$ cat config.mk
export PLATFORM = sky130hd
export DESIGN_NAME = tiofs_top
export DESIGN_NICKNAME = d
export VERILOG_FILES = /design/src/common/tiofs_pkg.sv /design/src/hdl/tiofs_slice.sv /design/src/hdl/tiofs_top.sv
export SDC_FILE = /design/constraint.sdc
export NUM_CORES = 1
export LEC_CHECK = 0
export BUFFER_PORTS_ARGS = -buffer_cell sky130_fd_sc_hd__buf_2
export CAP_MARGIN = 20
export CORE_MARGIN = 4
export CORE_UTILIZATION = 47
export DETAILED_ROUTE_END_ITERATION = 7
export GPL_TIMING_DRIVEN = 0
export MAX_ROUTING_LAYER = met4
export PLACE_DENSITY = 0.79
export SYNTH_ARGS = -nofsm -noshare
export SYNTH_HDL_FRONTEND = slang
export SYNTH_SLANG_ARGS = --single-unit
$ cat constraint.sdc
create_clock -name clock_i -period 2 [get_ports clock_i]
set_clock_uncertainty 0.15 [all_clocks]
set_input_delay 0.2 -clock clock_i [delete_from_list [all_inputs] [get_ports clock_i]]
set_output_delay 0.2 -clock clock_i [all_outputs]
set_load 0.1 [all_outputs]
$ cat src/common/tiofs_pkg.sv
// Package: constants for the timer I/O function select block.
// Assumes: shared by the function-select top and its per-register slice.
package tiofs_pkg;
    localparam int          FUNC_W        = 4;
    localparam int          CNT_W         = 16;
    localparam int          BIT_CAPTURE   = 3;
    localparam int          BIT_LEVEL     = 2;
    localparam int          BIT_BOTH      = 1;
    localparam int          BIT_LOW       = 0;
    localparam logic [3:0]  FUNC_RESET    = 4'h0;
    localparam logic [1:0]  OC_DISABLED   = 2'h0;
    localparam logic [1:0]  OC_CLEAR      = 2'h1;
    localparam logic [1:0]  OC_SET        = 2'h2;
    localparam logic [1:0]  OC_TOGGLE     = 2'h3;
    localparam logic [15:0] REG_RESET     = 16'hFFFF;
endpackage : tiofs_pkg

$ cat src/hdl/tiofs_slice.sv
// One general register with its function field and pin logic.
// Assumes: counter and pin samples are synchronous to clock_i.
`timescale 1ns/10ps
module tiofs_slice
    import tiofs_pkg::*;
#(
    parameter int CNT_W_P = CNT_W
)
(
    // Clock and reset
    input  wire logic               clock_i,
    input  wire logic               reset_n_i,
    // Configuration
    input  wire logic [FUNC_W-1:0]  func_i,
    input  wire logic               inhibit_i,
    input  wire logic               neighbour_ev_i,
    // Counter and software write
    input  wire logic [CNT_W_P-1:0] counter_i,
    input  wire logic               reg_wr_i,
    input  wire logic [CNT_W_P-1:0] reg_wdata_i,
    // Pin
    input  wire logic               pin_i,
    output logic                    pin_o,
    output logic                    pin_oe_o,
    // Results
    output logic [CNT_W_P-1:0]      reg_o,
    output logic                    event_o
);
    logic               pin_d_r;
    logic               is_cap;
    logic               rise;
    logic               fall;
    logic               cap_ev;
    logic               match_ev;
    logic [1:0]         oc_mode;
    logic [FUNC_W-1:0]  func_d_r;

    // Reset value is only defined up to the package counter width
    if (CNT_W_P < 1 || CNT_W_P > CNT_W)
    begin : g_bad_width_s
        $error("tiofs_slice: counter width out of range");
    end

    assign is_cap  = func_i[BIT_CAPTURE];
    assign oc_mode = func_i[1:0];
    assign rise    = pin_i & ~pin_d_r;
    assign fall    = ~pin_i & pin_d_r;

    always_comb
    begin
        cap_ev = 1'b0;
        if (is_cap && !inhibit_i)
        begin
            if (func_i[BIT_LEVEL])
                cap_ev = neighbour_ev_i;
            else if (func_i[BIT_BOTH])
                cap_ev = rise | fall;
            else if (func_i[BIT_LOW])
                cap_ev = fall;
            else
                cap_ev = rise;
        end
    end

    // Match only counts while the register is a compare register
    assign match_ev = !is_cap && !inhibit_i && (counter_i == reg_o);
    assign event_o  = cap_ev | match_ev;

    // Sampled through reset so a high idle pin gives no false edge
    always_ff @(posedge clock_i)
    begin
        pin_d_r <= pin_i;
    end

    always_ff @(posedge clock_i)
    begin
        if (!reset_n_i)
            reg_o <= REG_RESET[CNT_W_P-1:0];
        else if (cap_ev)
            reg_o <= counter_i;
        else if (reg_wr_i)
            reg_o <= reg_wdata_i;
    end

    always_ff @(posedge clock_i)
    begin
        if (!reset_n_i)
            func_d_r <= FUNC_RESET;
        else
            func_d_r <= func_i;
    end

    // Initial level reloads whenever the field changes
    always_ff @(posedge clock_i)
    begin
        if (!reset_n_i)
        begin
            pin_o    <= 1'b0;
            pin_oe_o <= 1'b0;
        end
        else if (is_cap || oc_mode == OC_DISABLED || inhibit_i)
        begin
            pin_oe_o <= 1'b0;
            pin_o    <= func_i[BIT_LEVEL];
        end
        else if (func_i != func_d_r || !pin_oe_o)
        begin
            pin_oe_o <= 1'b1;
            pin_o    <= func_i[BIT_LEVEL];
        end
        else if (match_ev)
        begin
            unique case (oc_mode)
                OC_CLEAR:  pin_o <= 1'b0;
                OC_SET:    pin_o <= 1'b1;
                OC_TOGGLE: pin_o <= ~pin_o;
                default:   pin_o <= pin_o;
            endcase
        end
    end
endmodule : tiofs_slice

$ cat src/hdl/tiofs_top.sv
// Overview of operation
// - Bits 3:0 select register A function
// - Separate field selects register C function
// - Top bit 0: compare, bit2 initial level
// - Low bits 01: pin low at match
// - Low bits 10: pin high at match
// - Low bits 11: toggle pin at match
// - Capture mode 00: capture on rising edge
// - Capture mode 01: capture on falling edge
// - Bit 1 set: capture on both edges
// - Channel 0 bit2: capture on channel 1 count
// - Channel 1 bit2: capture on channel 0 A event
// - Buffer mode suppresses register C function
// Assumes: counters, count enable and pins are synchronous to clock_i.
`timescale 1ns/10ps
module tiofs_top
    import tiofs_pkg::*;
#(
    parameter int CNT_W_P = CNT_W
)
(
    // Clock and reset
    input  wire logic               clock_i,
    input  wire logic               reset_n_i,
    // Control field writes
    input  wire logic               ch0_a_func_wr_i,
    input  wire logic               ch0_c_func_wr_i,
    input  wire logic               ch1_a_func_wr_i,
    input  wire logic [FUNC_W-1:0]  func_wdata_i,
    input  wire logic               buffer_mode_a_i,
    // Counters
    input  wire logic [CNT_W_P-1:0] ch0_counter_i,
    input  wire logic [CNT_W_P-1:0] ch1_counter_i,
    input  wire logic               ch1_count_en_i,
    // General register writes
    input  wire logic               ch0_a_reg_wr_i,
    input  wire logic               ch0_c_reg_wr_i,
    input  wire logic               ch1_a_reg_wr_i,
    input  wire logic [CNT_W_P-1:0] reg_wdata_i,
    // Pins
    input  wire logic               ch0_pin_a_i,
    output logic                    ch0_pin_a_o,
    output logic                    ch0_pin_a_oe_o,
    input  wire logic               ch0_pin_c_i,
    output logic                    ch0_pin_c_o,
    output logic                    ch0_pin_c_oe_o,
    input  wire logic               ch1_pin_a_i,
    output logic                    ch1_pin_a_o,
    output logic                    ch1_pin_a_oe_o,
    // Status
    output logic [FUNC_W-1:0]       ch0_a_func_o,
    output logic [FUNC_W-1:0]       ch0_c_func_o,
    output logic [FUNC_W-1:0]       ch1_a_func_o,
    output logic [CNT_W_P-1:0]      ch0_general_reg_a_o,
    output logic [CNT_W_P-1:0]      ch0_general_reg_c_o,
    output logic [CNT_W_P-1:0]      ch1_general_reg_a_o,
    output logic                    ch0_a_event_o,
    output logic                    ch0_c_event_o,
    output logic                    ch1_a_event_o
);
    logic [FUNC_W-1:0] ch1_a_eff;

    // Register reset value is only defined up to the package width
    if (CNT_W_P < 1 || CNT_W_P > CNT_W)
    begin : g_bad_width
        $error("tiofs_top: counter width out of range");
    end

    always_ff @(posedge clock_i)
    begin
        if (!reset_n_i)
        begin
            ch0_a_func_o <= FUNC_RESET;
            ch0_c_func_o <= FUNC_RESET;
            ch1_a_func_o <= FUNC_RESET;
        end
        else
        begin
            if (ch0_a_func_wr_i)
                ch0_a_func_o <= func_wdata_i;
            if (ch0_c_func_wr_i)
                ch0_c_func_o <= func_wdata_i;
            if (ch1_a_func_wr_i)
                ch1_a_func_o <= func_wdata_i;
        end
    end

    // Channel 1 has no count-clock source; only the channel 0 event path
    assign ch1_a_eff = ch1_a_func_o;

    tiofs_slice #(.CNT_W_P(CNT_W_P)) u_ch0_a
    (
        .clock_i        (clock_i),
        .reset_n_i      (reset_n_i),
        .func_i         (ch0_a_func_o),
        .inhibit_i      (1'b0),
        .neighbour_ev_i (ch1_count_en_i),
        .counter_i      (ch0_counter_i),
        .reg_wr_i       (ch0_a_reg_wr_i),
        .reg_wdata_i    (reg_wdata_i),
        .pin_i          (ch0_pin_a_i),
        .pin_o          (ch0_pin_a_o),
        .pin_oe_o       (ch0_pin_a_oe_o),
        .reg_o          (ch0_general_reg_a_o),
        .event_o        (ch0_a_event_o)
    );

    tiofs_slice #(.CNT_W_P(CNT_W_P)) u_ch0_c
    (
        .clock_i        (clock_i),
        .reset_n_i      (reset_n_i),
        .func_i         (ch0_c_func_o),
        .inhibit_i      (buffer_mode_a_i),
        .neighbour_ev_i (ch1_count_en_i),
        .counter_i      (ch0_counter_i),
        .reg_wr_i       (ch0_c_reg_wr_i),
        .reg_wdata_i    (reg_wdata_i),
        .pin_i          (ch0_pin_c_i),
        .pin_o          (ch0_pin_c_o),
        .pin_oe_o       (ch0_pin_c_oe_o),
        .reg_o          (ch0_general_reg_c_o),
        .event_o        (ch0_c_event_o)
    );

    tiofs_slice #(.CNT_W_P(CNT_W_P)) u_ch1_a
    (
        .clock_i        (clock_i),
        .reset_n_i      (reset_n_i),
        .func_i         (ch1_a_eff),
        .inhibit_i      (1'b0),
        .neighbour_ev_i (ch0_a_event_o),
        .counter_i      (ch1_counter_i),
        .reg_wr_i       (ch1_a_reg_wr_i),
        .reg_wdata_i    (reg_wdata_i),
        .pin_i          (ch1_pin_a_i),
        .pin_o          (ch1_pin_a_o),
        .pin_oe_o       (ch1_pin_a_oe_o),
        .reg_o          (ch1_general_reg_a_o),
        .event_o        (ch1_a_event_o)
    );
endmodule : tiofs_top

==> results of run 1 <==
## layout make-up
class	instances	area (um^2)	area share
Multi-Input combinational cell	347	2780	0.431
Timing Repair Buffer	189	1360	0.210
Clock inverter	4	21.3	0.00329
Clock buffer	12	135	0.0209
Inverter	26	97.6	0.0151
Sequential cell	81	1740	0.270
Tap cell	111	139	0.0215
Buffer	30	185	0.0287
## power groups by stage
stage	logic, W	clock network (W)	registers (W)
final	0.00163	0.00103	0.00184
after global routing	0.00170	0.00111	0.00186
after CTS	0.00156	0.00103	0.00183
after detailed placement	0.00146	0	0.00187
after global placement	0.00144	0	0.00186
after floorplan	0.000452	0	0.00255
## synth_stat cells, types with 11 or more instances
master     n  share of area
a211oi_1  33          0.056
a21oi_1   18          0.020
a32oi_1   16          0.032
and2_1    11          0.016
clkbuf_1  21          0.018
dfxtp_1   81           0.37
inv_1     25          0.021
mux2_2    16          0.041
mux2i_1   30          0.068
nand2_1   29          0.025
nor2_1    23          0.019
nor2b_1   32          0.045
o21ai_0   20          0.023
xnor2_1   24          0.047
xor2_1    29          0.057
## through the flow
| step | utilization | setup WS [ns] |
|---|---|---|
| finish | 0.703 | -0.497 |
| global route | 0.703 | -0.528 |
| CTS | 0.674 | -0.474 |
| detailed placement | 0.587 | -0.559 |
| global placement | 0.587 | -0.513 |
| floorplan | - | -0.320 |
## worst min-delay path by stage
stage | start | end | slack [ns] | depth (start not counted)
3_3_place_gp | ch1_pin_a_i | u_ch1_a.pin_d_r$_DFF_P_ | 0.18 | 1
6_report | func_wdata_i[1] | ch1_a_func_o[1]$_SDFFE_PN0P_ | -0.01 | 3
5_1_grt | func_wdata_i[1] | ch0_a_func_o[1]$_SDFFE_PN0P_ | 0.02 | 3
2_1_floorplan | ch0_pin_a_i | u_ch0_a.pin_d_r$_DFF_P_ | 0.08 | 0
3_5_place_dp | ch1_pin_a_i | u_ch1_a.pin_d_r$_DFF_P_ | 0.19 | 1
4_1_cts | func_wdata_i[1] | ch1_a_func_o[1]$_SDFFE_PN0P_ | 0.00001 | 3
## logic make-up after synthesis
logic type / count (synthesis)
AND/OR/NAND/NOR: 137
AO/OA/AOI/OAI: 103
flip-flops: 81
buffers and inverters: 57
XOR/XNOR: 53
multiplexers: 48
adder cells (fa/ha/maj): 6
## layer usage
metal,part of all wire,vias up
li1,-,2108
met1,0.41,2194
met2,0.49,231
met3,0.062,49
met4,0.041,0
met5,0,-
## critical path, cell delays in order, from the launching register on
cell     delay, ns
dfxtp_2       0.34
xor2_1        0.17
nor4_2        0.40
and3_4        0.28
buf_4         0.12
and2_1        0.16
or2_4         0.15
buf_12        0.17
## sequential cells by signal, summed over array words and instances (netlist names), 4 cells and up
| name | count |
|---|---|
| ch0_a_func_o | 4 |
| u_ch0_a.func_d_r | 4 |
| u_ch0_c.func_d_r | 4 |
| u_ch0_c.reg_o | 16 |
| u_ch1_a.reg_o | 16 |
| u_ch1_a.func_d_r | 4 |
| ch1_a_func_o | 4 |
| u_ch0_a.reg_o | 16 |
| ch0_c_func_o | 4 |
## repair_timing
action | in CTS | in global routing
gates cloned | 2 | 2
endpoints found under the setup margin | 40 | 46
hold buffers | 34 | 0
gates resized for setup | 45 | 37
hold endpoints to repair | 40 | 0
pin swaps | 7 | 21
buffers inserted | 14 | 12
## placed cells by master (no fill, tap or decap), drive strengths merged, types with 2 or more instances in the layout
cell type,count
a311oi,3
nor2,23
buf,163
a32oi,16
xnor2,24
inv,26
nand4,6
or2,2
nor2b,32
o211ai,2
dfxtp,81
nor3,7
a21o,2
and2,11
xor2,29
nor4,5
nand3,9
nand2,30
clkinv,3
a21oi,20
o21ai,21
ha,6
a211oi,33
clkbuf,34
dlygate4sd3,34
mux2i,30
mux2,18
and3,4
nor4b,2
==> flow_summary.json, run 1 <==
{
  "setup_viol": 44,
  "power_density_nw_per_um2": 697,
  "grt_use_met1": 0.331,
  "nNetsFinal": 755,
  "drtIter0Drc": 308,
  "syn_area_um2": 4430,
  "finalHoldViolCount": 2,
  "crit_arrival_ns": 2.15,
  "die_w_um": 105,
  "cp-start-kind": "register",
  "place_inst": 724,
  "finalPower_w": 0.00451,
  "antenna_found_initial": 0,
  "synth-simple-area-share": 0.171,
  "avgViaCountPerCell": 5.73,
  "clockRootBuffer": "clkbuf_8",
  "slew_viol_final": 0,
  "coreArea_um2": 9200,
  "setup_ws_ns": -0.497,
  "busiest_layer": "met2",
  "synth_top_family_by_area": "simple AND/OR/NAND/NOR gates",
  "postSynthAreaPerCell_um2": 9.14,
  "power_frac_comb": 0.362,
  "cp-endpoint": "ch0_a_event_o",
  "rows": 35,
  "grt_usage": 0.269,
  "fin_crit_ns": 2.50,
  "grt_util_met2": 0.430,
  "crit_path_end_kind": "output pin",
  "synthToLayoutAreaGrowth_pct": 45.8,
  "critPathMaxFanout": 3,
  "first_global_vias": 4422,
  "fin_cells": 800,
  "grt_overflow": 0,
  "fmax_mhz": 400,
  "clock_sinks": 81,
  "num_antenna_cells": 0,
  "synthMuxAreaShare": 0.114,
  "clkLatencyLatePin_ns": 0.36,
  "setup_tns_ns": -7.55,
  "timing.final.crit_share": 1.25,
  "grt_first_pass_wirelength_mm": 23.0,
  "pwr-share-seq": 0.409,
  "startpoint": "u_ch0_a.reg_o[13]$_SDFFE_PN1P_",
  "hpwl_mm": 10.3,
  "globalRouteMet3Util": 0.0445,
  "ys_ff_latch": 81,
  "synthAdderAreaFrac": 0.0169,
  "p_clk_frac": 0.229,
  "gp_congestion": 0.872,
  "cts_tree": "built",
  "slew_headroom": 0.504,
  "hold_slack_ns": -0.00959,
  "clk_path_buf_depth": 2,
  "clkTransAtPathRegs_ns": 0.08,
  "p_sw_frac": 0.413,
  "grt_start_max_net_pins": 14,
  "die_h_um": 105,
  "synth_compound_area_frac": 0.171,
  "synth_xor_area_frac": 0.105,
  "drive_gt1_frac": 0.437,
  "fill_cells": 657,
  "synth_ff_type": "dfxtp_1",
  "p_int_w": 0.00265,
  "power_switching_w": 0.00186,
  "avgRoutedWirePerCell_um": 19.4,
  "ios": 134,
  "r2r-end": "u_ch0_a.reg_o[8]$_SDFFE_PN1P_",
  "r2r_setup_slack_ns": -0.31,
  "final_antenna_net_count": 0,
  "fin_area_um2": 6460,
  "leakage_nw": 2.59,
  "initial_core_util": 0.482,
  "syn-num-nets": 556,
  "ys_types": 53,
  "rsz0062_at_grt": "true",
  "ir_drop_mv": 0.546,
  "r2r-start": "u_ch0_a.pin_d_r$_DFF_P_",
  "port_buffers": 128,
  "status": "complete, but fails checks",
  "route.detailed.drc": 0,
  "reg2reg_depth": 12,
  "h-tree-depth": 3,
  "hold_path_class": "in2reg",
  "cts_buffers": 9,
  "critical_path_required_ns": 1.65,
  "synth-seq-area-share": 0.366,
  "synthArstFlopShare": 0,
  "synth_warnings": 0,
  "dpl_cell_area_um2": 5400,
  "vias": 4582,
  "synth-edff-count": 0,
  "criticalPathCategory": "reg2out",
  "violations": "hold timing, setup timing",
  "syn_inst": 485,
  "die_area_um2": 11000,
  "drt_wl_total_mm": 15.6,
  "worst_slew_pin_slew_ns": 0.744,
  "dr.pass1.iters": 4,
  "maxCapViolations": 0
}
(Power assumes the default switching activity.)
==> inputs of run 2 (changes only) <==
--- a/config.mk
+++ b/config.mk
@@ -7,12 +7,13 @@
 export LEC_CHECK = 0
 export BUFFER_PORTS_ARGS = -buffer_cell sky130_fd_sc_hd__buf_2
 export CAP_MARGIN = 20
+export CORE_ASPECT_RATIO = 1.5
 export CORE_MARGIN = 4
-export CORE_UTILIZATION = 47
+export CORE_UTILIZATION = 52
 export DETAILED_ROUTE_END_ITERATION = 7
 export GPL_TIMING_DRIVEN = 0
 export MAX_ROUTING_LAYER = met4
-export PLACE_DENSITY = 0.79
+export PLACE_DENSITY = 0.83
 export SYNTH_ARGS = -nofsm -noshare
 export SYNTH_HDL_FRONTEND = slang
 export SYNTH_SLANG_ARGS = --single-unit
==> constraint.sdc (replaced) <==
create_clock -name clock_i -period 2.7 [get_ports clock_i]
set_clock_uncertainty 0.15 [all_clocks]
set_input_delay 0.27 -clock clock_i [delete_from_list [all_inputs] [get_ports clock_i]]
set_output_delay 0.27 -clock clock_i [all_outputs]
set_load 0.1 [all_outputs]
==> run 2 against run 1 <==
Net effect: the flow now finishes without violations; power is 18% lower; register-to-register slack better by 0.81 ns; setup slack better by 0.54 ns; routed wire length fell by 11%; critical path depth increased by 3; worst hold slack better by 0.040 ns; utilization down 2.5 points; cell count fell by 6.4%; non-clock buffer count is 48 lower; largest cell class unchanged; highest routed layer unchanged.
==> flow_summary.json, run 2 (synthesis results as in run 1) <==
{
  "worst_slew_pin_slew_ns": 0.711,
  "crit_path_end_kind": "output pin",
  "die_w_um": 83.4,
  "cts_buffers": 9,
  "critPathMaxFanout": 3,
  "critical_path.cell_chain": "inv_1 -> ha_1 -> mux2_4 -> o2111ai_4 -> buf_4 -> a21oi_2 -> a31oi_4 -> buf_6 -> nand3_2 -> buf_8",
  "crit_arrival_ns": 2.24,
  "setup_viol": 0,
  "final_util": 0.678,
  "critPathBufInv": 4,
  "critPathSlowestCell": "dfxtp_1",
  "final_common_cell": "buf_2",
  "cp_top_family": "buffers and inverters",
  "synthToLayoutAreaGrowth_pct": 28.0,
  "maxCapViolations": 0,
  "place_inst": 720,
  "setup_ws_ns": 0.0378,
  "initial_core_util": 0.530,
  "hpwl_mm": 10.3,
  "rows": 41,
  "top_regs": "u_ch0_a.reg_o (16), u_ch0_c.reg_o (16), u_ch1_a.reg_o (16)",
  "power_density_nw_per_um2": 655,
  "cp-start-kind": "register",
  "finalHoldViolCount": 0,
  "avgRoutedWirePerCell_um": 18.6,
  "drive_gt1_frac": 0.321,
  "ios": 134,
  "grt_start_max_net_pins": 18,
  "grt_first_pass_wirelength_mm": 21.7,
  "first_global_vias": 4344,
  "timing.final.crit_share": 0.986,
  "pwr-share-seq": 0.366,
  "power_frac_comb": 0.294,
  "final_antenna_net_count": 0,
  "h-tree-depth": 3,
  "nNetsFinal": 707,
  "slowest_delay_ns": 0.34,
  "critical_path_required_ns": 2.28,
  "drt_wl_total_mm": 13.9,
  "p_clk_frac": 0.340,
  "fmax_mhz": 376,
  "slew_headroom": 0.522,
  "coreArea_um2": 8360,
  "hold_path_class": "in2reg",
  "power_switching_w": 0.00137,
  "hold_slack_ns": 0.0305,
  "dr.pass1.iters": 5,
  "p_sw_frac": 0.368,
  "grt_overflow": 0,
  "drtIter0Drc": 337,
  "dp_slack_ns": 0.00961,
  "clkLatencyLatePin_ns": 0.34,
  "clock_sinks": 81,
  "port_buffers": 128,
  "fin_crit_ns": 2.66,
  "clkTransAtPathRegs_ns": 0.06,
  "slew_viol_final": 0,
  "gp_congestion": 0.920,
  "clockRootBuffer": "clkbuf_16",
  "criticalPathCategory": "reg2out",
  "status": "finished, final reports clean",
  "ir_drop_mv": 0.479,
  "die_h_um": 121,
  "p_int_w": 0.00235,
  "cts_tree": "built",
  "clk_path_buf_depth": 2,
  "leakage_nw": 2.35,
  "rsz0062_at_grt": "true",
  "avgViaCountPerCell": 5.86,
  "grt_usage": 0.281,
  "fin_cells": 749,
  "die_area_um2": 10100,
  "final_cell_mix": "128 x buf_2, 67 x dfxtp_1, 33 x a211oi_1",
  "route.detailed.drc": 0,
  "antenna_found_initial": 1,
  "vias": 4387
}
-- run 2: power groups by stage --
| stage | clock, W | sequential, W | combinational [W] |
|---|---|---|---|
| after CTS | 0.00127 | 0.00136 | 0.00109 |
| after global placement | 0 | 0.00138 | 0.00105 |
| after detailed placement | 0 | 0.00138 | 0.00107 |
| after floorplan | 0 | 0.00188 | 0.000324 |
| final | 0.00126 | 0.00136 | 0.00109 |
| after global routing | 0.00133 | 0.00137 | 0.00114 |
-- run 2: layout make-up --
class | instances | area [um^2]
clock buffer | 14 | 274
fill | 668 | 2690
clock inverter | 2 | 35.0
multi-input combinational | 347 | 2580
timing repair buffer | 141 | 761
antenna | 1 | 2.50
inverter | 26 | 97.6
buffer | 30 | 146
tap | 107 | 134
sequential | 81 | 1640
-- run 2: worst min-delay path, stage by stage --
cell     delay (ns)
buf_2          0.11
inv_1          0.04
a32oi_1        0.05
-- run 2: worst paths after layout --
path / from / to / slack, ns / depth (start not counted)
worst max-delay path: u_ch0_a.pin_d_r$_DFF_P_ / ch1_a_event_o / 0.04 / 10
worst min register to register: ch0_a_func_o[0]$_SDFFE_PN0P_ / u_ch0_a.func_d_r[0]$_SDFF_PN0_ / 0.39 / 1
worst max register to register: u_ch0_a.pin_d_r$_DFF_P_ / u_ch1_a.reg_o[11]$_SDFFE_PN1P_ / 0.50 / 10
worst min-delay path: ch1_counter_i[12] / u_ch1_a.reg_o[12]$_SDFFE_PN1P_ / 0.03 / 3
-- run 2: repair_timing --
| item | 4_1_cts | 5_1_grt |
|---|---|---|
| pin swaps | 1 | 5 |
| resized for setup | 6 | 3 |
| endpoints found under the setup margin | 3 | 3 |
| endpoints found under the hold margin | 3 | 0 |
| hold buffers | 3 | 0 |
| setup buffers | 6 | 4 |
-- run 2: routing by layer --
layer	vias up	part of all wire	GRT usage
met5	-	0	-
met4	0	0.067	0.197
met3	63	0.064	0.0537
met2	219	0.50	0.467
met1	2098	0.37	0.301
li1	2007	-	-
-- run 2: per-stage QoR --
stage	total power [W]	cell area (um^2)	setup TNS, ns
6_report	0.00371	5670	0
3_5_place_dp	0.00245	5230	0
2_1_floorplan	0.00221	4450	-0.107
5_1_grt	0.00384	5670	-0.0394
3_3_place_gp	0.00243	5230	0
4_1_cts	0.00371	5630	0
==> inputs of run 3 (changes only) <==
--- a/config.mk
+++ b/config.mk
@@ -13,7 +13,8 @@
 export DETAILED_ROUTE_END_ITERATION = 7
 export GPL_TIMING_DRIVEN = 0
 export MAX_ROUTING_LAYER = met4
-export PLACE_DENSITY = 0.83
+export PLACE_DENSITY = 0.82
 export SYNTH_ARGS = -nofsm -noshare
 export SYNTH_HDL_FRONTEND = slang
+export SYNTH_HIERARCHICAL = 1
 export SYNTH_SLANG_ARGS = --single-unit
==> run 3 against run 2 <==
Net effect: synthesized cell count decreased by 9.5%; largest power group is now clock; utilization grew 1.9 points; synthesized area up 2.7%.
==> flow_summary.json, run 3 <==
{
  "synth_top_area_share": 0.356,
  "ys_types": 37,
  "ys_ff_latch": 81,
  "vias": 3717,
  "worst_slew_pin_slew_ns": 0.699,
  "status": "finished, final reports clean",
  "grt_first_pass_wirelength_mm": 18.9,
  "clkTransAtPathRegs_ns": 0.06,
  "grt_overflow": 0,
  "hp-start": "ch1_counter_i[6]",
  "hold_end": "u_ch1_a/reg_o[6]$_SDFFE_PN1P_",
  "final_cell_mix": "129 x buf_2, 63 x mux2i_1, 54 x nand2_1",
  "critical_path.cell_chain": "xor2_1 -> or3_4 -> nor4_4 -> a21o_4 -> nand2_4 -> a21oi_4 -> a21o_4 -> buf_12",
  "clockRootBuffer": "clkbuf_16",
  "setup_ws_ns": 0.0477,
  "maxCapViolations": 0,
  "criticalPathCategory": "reg2out",
  "gp_congestion": 0.855,
  "finalPower_w": 0.00380,
  "yosysTopAreaCell": "dfxtp_1",
  "ir_drop_mv": 0.520,
  "syn_inst": 439,
  "antenna_found_initial": 1,
  "drive_gt1_frac": 0.383,
  "hold_path_class": "in2reg",
  "r2r-start": "u_ch0_a/reg_o[7]$_SDFFE_PN1P_",
  "timing.final.crit_share": 0.982,
  "cts_buffers": 9,
  "layout.area.seq_um2": 1700,
  "dp_slack_ns": -0.556,
  "cts_tree": "built",
  "setup_tns_ns": 0,
  "grt_start_max_net_pins": 15,
  "crit_arrival_ns": 2.23,
  "first_global_vias": 3844,
  "avgViaCountPerCell": 5.26,
  "cp_common_cell": "a21o_4",
  "critPathMaxFanout": 3,
  "route.detailed.drc": 0,
  "final_antenna_net_count": 0,
  "initial_core_util": 0.538,
  "die_w_um": 84.4,
  "r2r_setup_slack_ns": 0.10,
  "synthTopCellsByCount": "81 x dfxtp_1, 63 x mux2i_1, 55 x nand2_1",
  "fill_cells": 669,
  "rows": 41,
  "coreArea_um2": 8460,
  "h-tree-depth": 3,
  "nNetsFinal": 673,
  "final_common_cell": "buf_2",
  "fin_crit_ns": 2.65,
  "synth-seq-area-share": 0.356,
  "rsz0062_at_grt": "true",
  "grt_usage": 0.244,
  "port_buffers": 127,
  "power_density_nw_per_um2": 644,
  "die_area_um2": 10300,
  "postSynthAreaPerCell_um2": 10.4,
  "yosysMostFrequentCell": "dfxtp_1",
  "fmax_mhz": 377,
  "avgRoutedWirePerCell_um": 17.6,
  "hpwl_mm": 9.40,
  "drt_wl_total_mm": 12.4,
  "synthToLayoutAreaGrowth_pct": 29.7,
  "synth_warnings": 6,
  "synth_ff_type": "dfxtp_1",
  "die_h_um": 123,
  "hold_depth": 3,
  "crit_path_end_kind": "output pin",
  "synth-edff-count": 0,
  "critPathSlowestCell": "dfxtp_4",
  "clock_sinks": 81,
  "multi_input_area_um2": 2780,
  "slew_headroom": 0.534,
  "slowest_delay_ns": 0.35,
  "dr.pass1.iters": 4,
  "leakage_nw": 2.48,
  "final_util": 0.697,
  "reg2reg_depth": 10,
  "critical_path_required_ns": 2.28,
  "slew_viol_final": 0,
  "syn_area_um2": 4550,
  "clk_path_buf_depth": 2,
  "synth_area_leaders": "dfxtp_1 36%, mux2i_1 14%, mux2_1 8.7%",
  "clkLatencyLatePin_ns": 0.34,
  "top_regs": "u_ch0_a/reg_o (16), u_ch0_c/reg_o (16), u_ch1_a/reg_o (16)",
  "r2r-end": "u_ch1_a/reg_o[14]$_SDFFE_PN1P_",
  "setup_viol": 0,
  "ios": 134,
  "synthArstFlopShare": 0,
  "drtIter0Drc": 135,
  "finalHoldViolCount": 0,
  "cp-start-kind": "register"
}
run 3: changes by cell type after synthesis, moves of 20 or more:
cell      delta
nor2b_1     -20
mux2_1      +34
o21ai_0     -20
nand2_1     +26
mux2i_1     +33
a211oi_1    -33
run 3: logic make-up after synthesis:
family / count (synthesis) / share of synthesized area
buffers and inverters: 34 / 0.0410
other: 1 / 0.000824
multiplexers: 114 / 0.265
AND/OR/NAND/NOR: 115 / 0.140
adder cells (fa/ha/maj): 15 / 0.0412
XOR/XNOR: 57 / 0.110
flip-flops: 81 / 0.356
AO/OA/AOI/OAI: 22 / 0.0459
run 3: power breakdown:
group | internal (W) | switching (W)
logic | 0.000276 | 0.000720
clock network | 0.000961 | 0.000506
registers | 0.00127 | 0.0000730
total | 0.00250 | 0.00130
run 3: metal layers:
layer	part of all wire	vias to the layer above	GRT usage
met5	0	-	-
met4	0.038	0	0.132
met3	0.039	27	0.0423
met2	0.54	103	0.444
met1	0.39	1786	0.247
li1	-	1801	-
run 3: stage by stage:
step / hold WS [ns] / instance area, um^2 / instances
floorplan: 0.148 / 4670 / 444
global placement: 0.252 / 5440 / 678
detailed placement: 0.258 / 5440 / 678
CTS: 0.0126 / 5850 / 699
global route: 0.0321 / 5900 / 706
finish: 0.0224 / 5900 / 706
run 3: critical path, delay by kind of cell, from the launching register on:
kind | cells | cell delay, ns
compound gates | 3 | 0.49
xor+xnor | 1 | 0.15
buf+inv | 1 | 0.16
flops | 1 | 0.35
simple gates | 3 | 0.73
run 3: how the worst max path moves through the flow:
stage	startpoint	end	slack [ns]
2_1_floorplan	ch0_a_func_o[0]$_SDFFE_PN0P_	ch1_a_event_o	-0.21
3_3_place_gp	ch0_pin_a_i	ch1_a_event_o	-0.52
3_5_place_dp	ch0_pin_a_i	ch1_a_event_o	-0.56
4_1_cts	u_ch0_a/reg_o[14]$_SDFFE_PN1P_	ch1_a_event_o	0.04
5_1_grt	u_ch0_a/reg_o[7]$_SDFFE_PN1P_	ch1_a_event_o	-0.02
6_report	u_ch0_a/reg_o[7]$_SDFFE_PN1P_	ch1_a_event_o	0.05
run 3: cell type report:
cell class | count | share of cell area
Multi-Input combinational cell | 329 | 0.472
Tap cell | 107 | 0.0227
Inverter | 15 | 0.00954
Timing Repair Buffer | 140 | 0.129
Antenna cell | 1 | 0.000424
Sequential cell | 81 | 0.289
Buffer | 17 | 0.0167
Clock inverter | 6 | 0.0189
Clock buffer | 10 | 0.0424
run 3: what timing repair did:
| item | 4_1_cts | 5_1_grt |
|---|---|---|
| setup buffers | 4 | 6 |
| pin swaps | 3 | 4 |
| endpoints found under the setup margin | 12 | 9 |
| hold endpoints to repair | 3 | 0 |
| gates resized for setup | 6 | 2 |
| hold buffers | 3 | 0 |
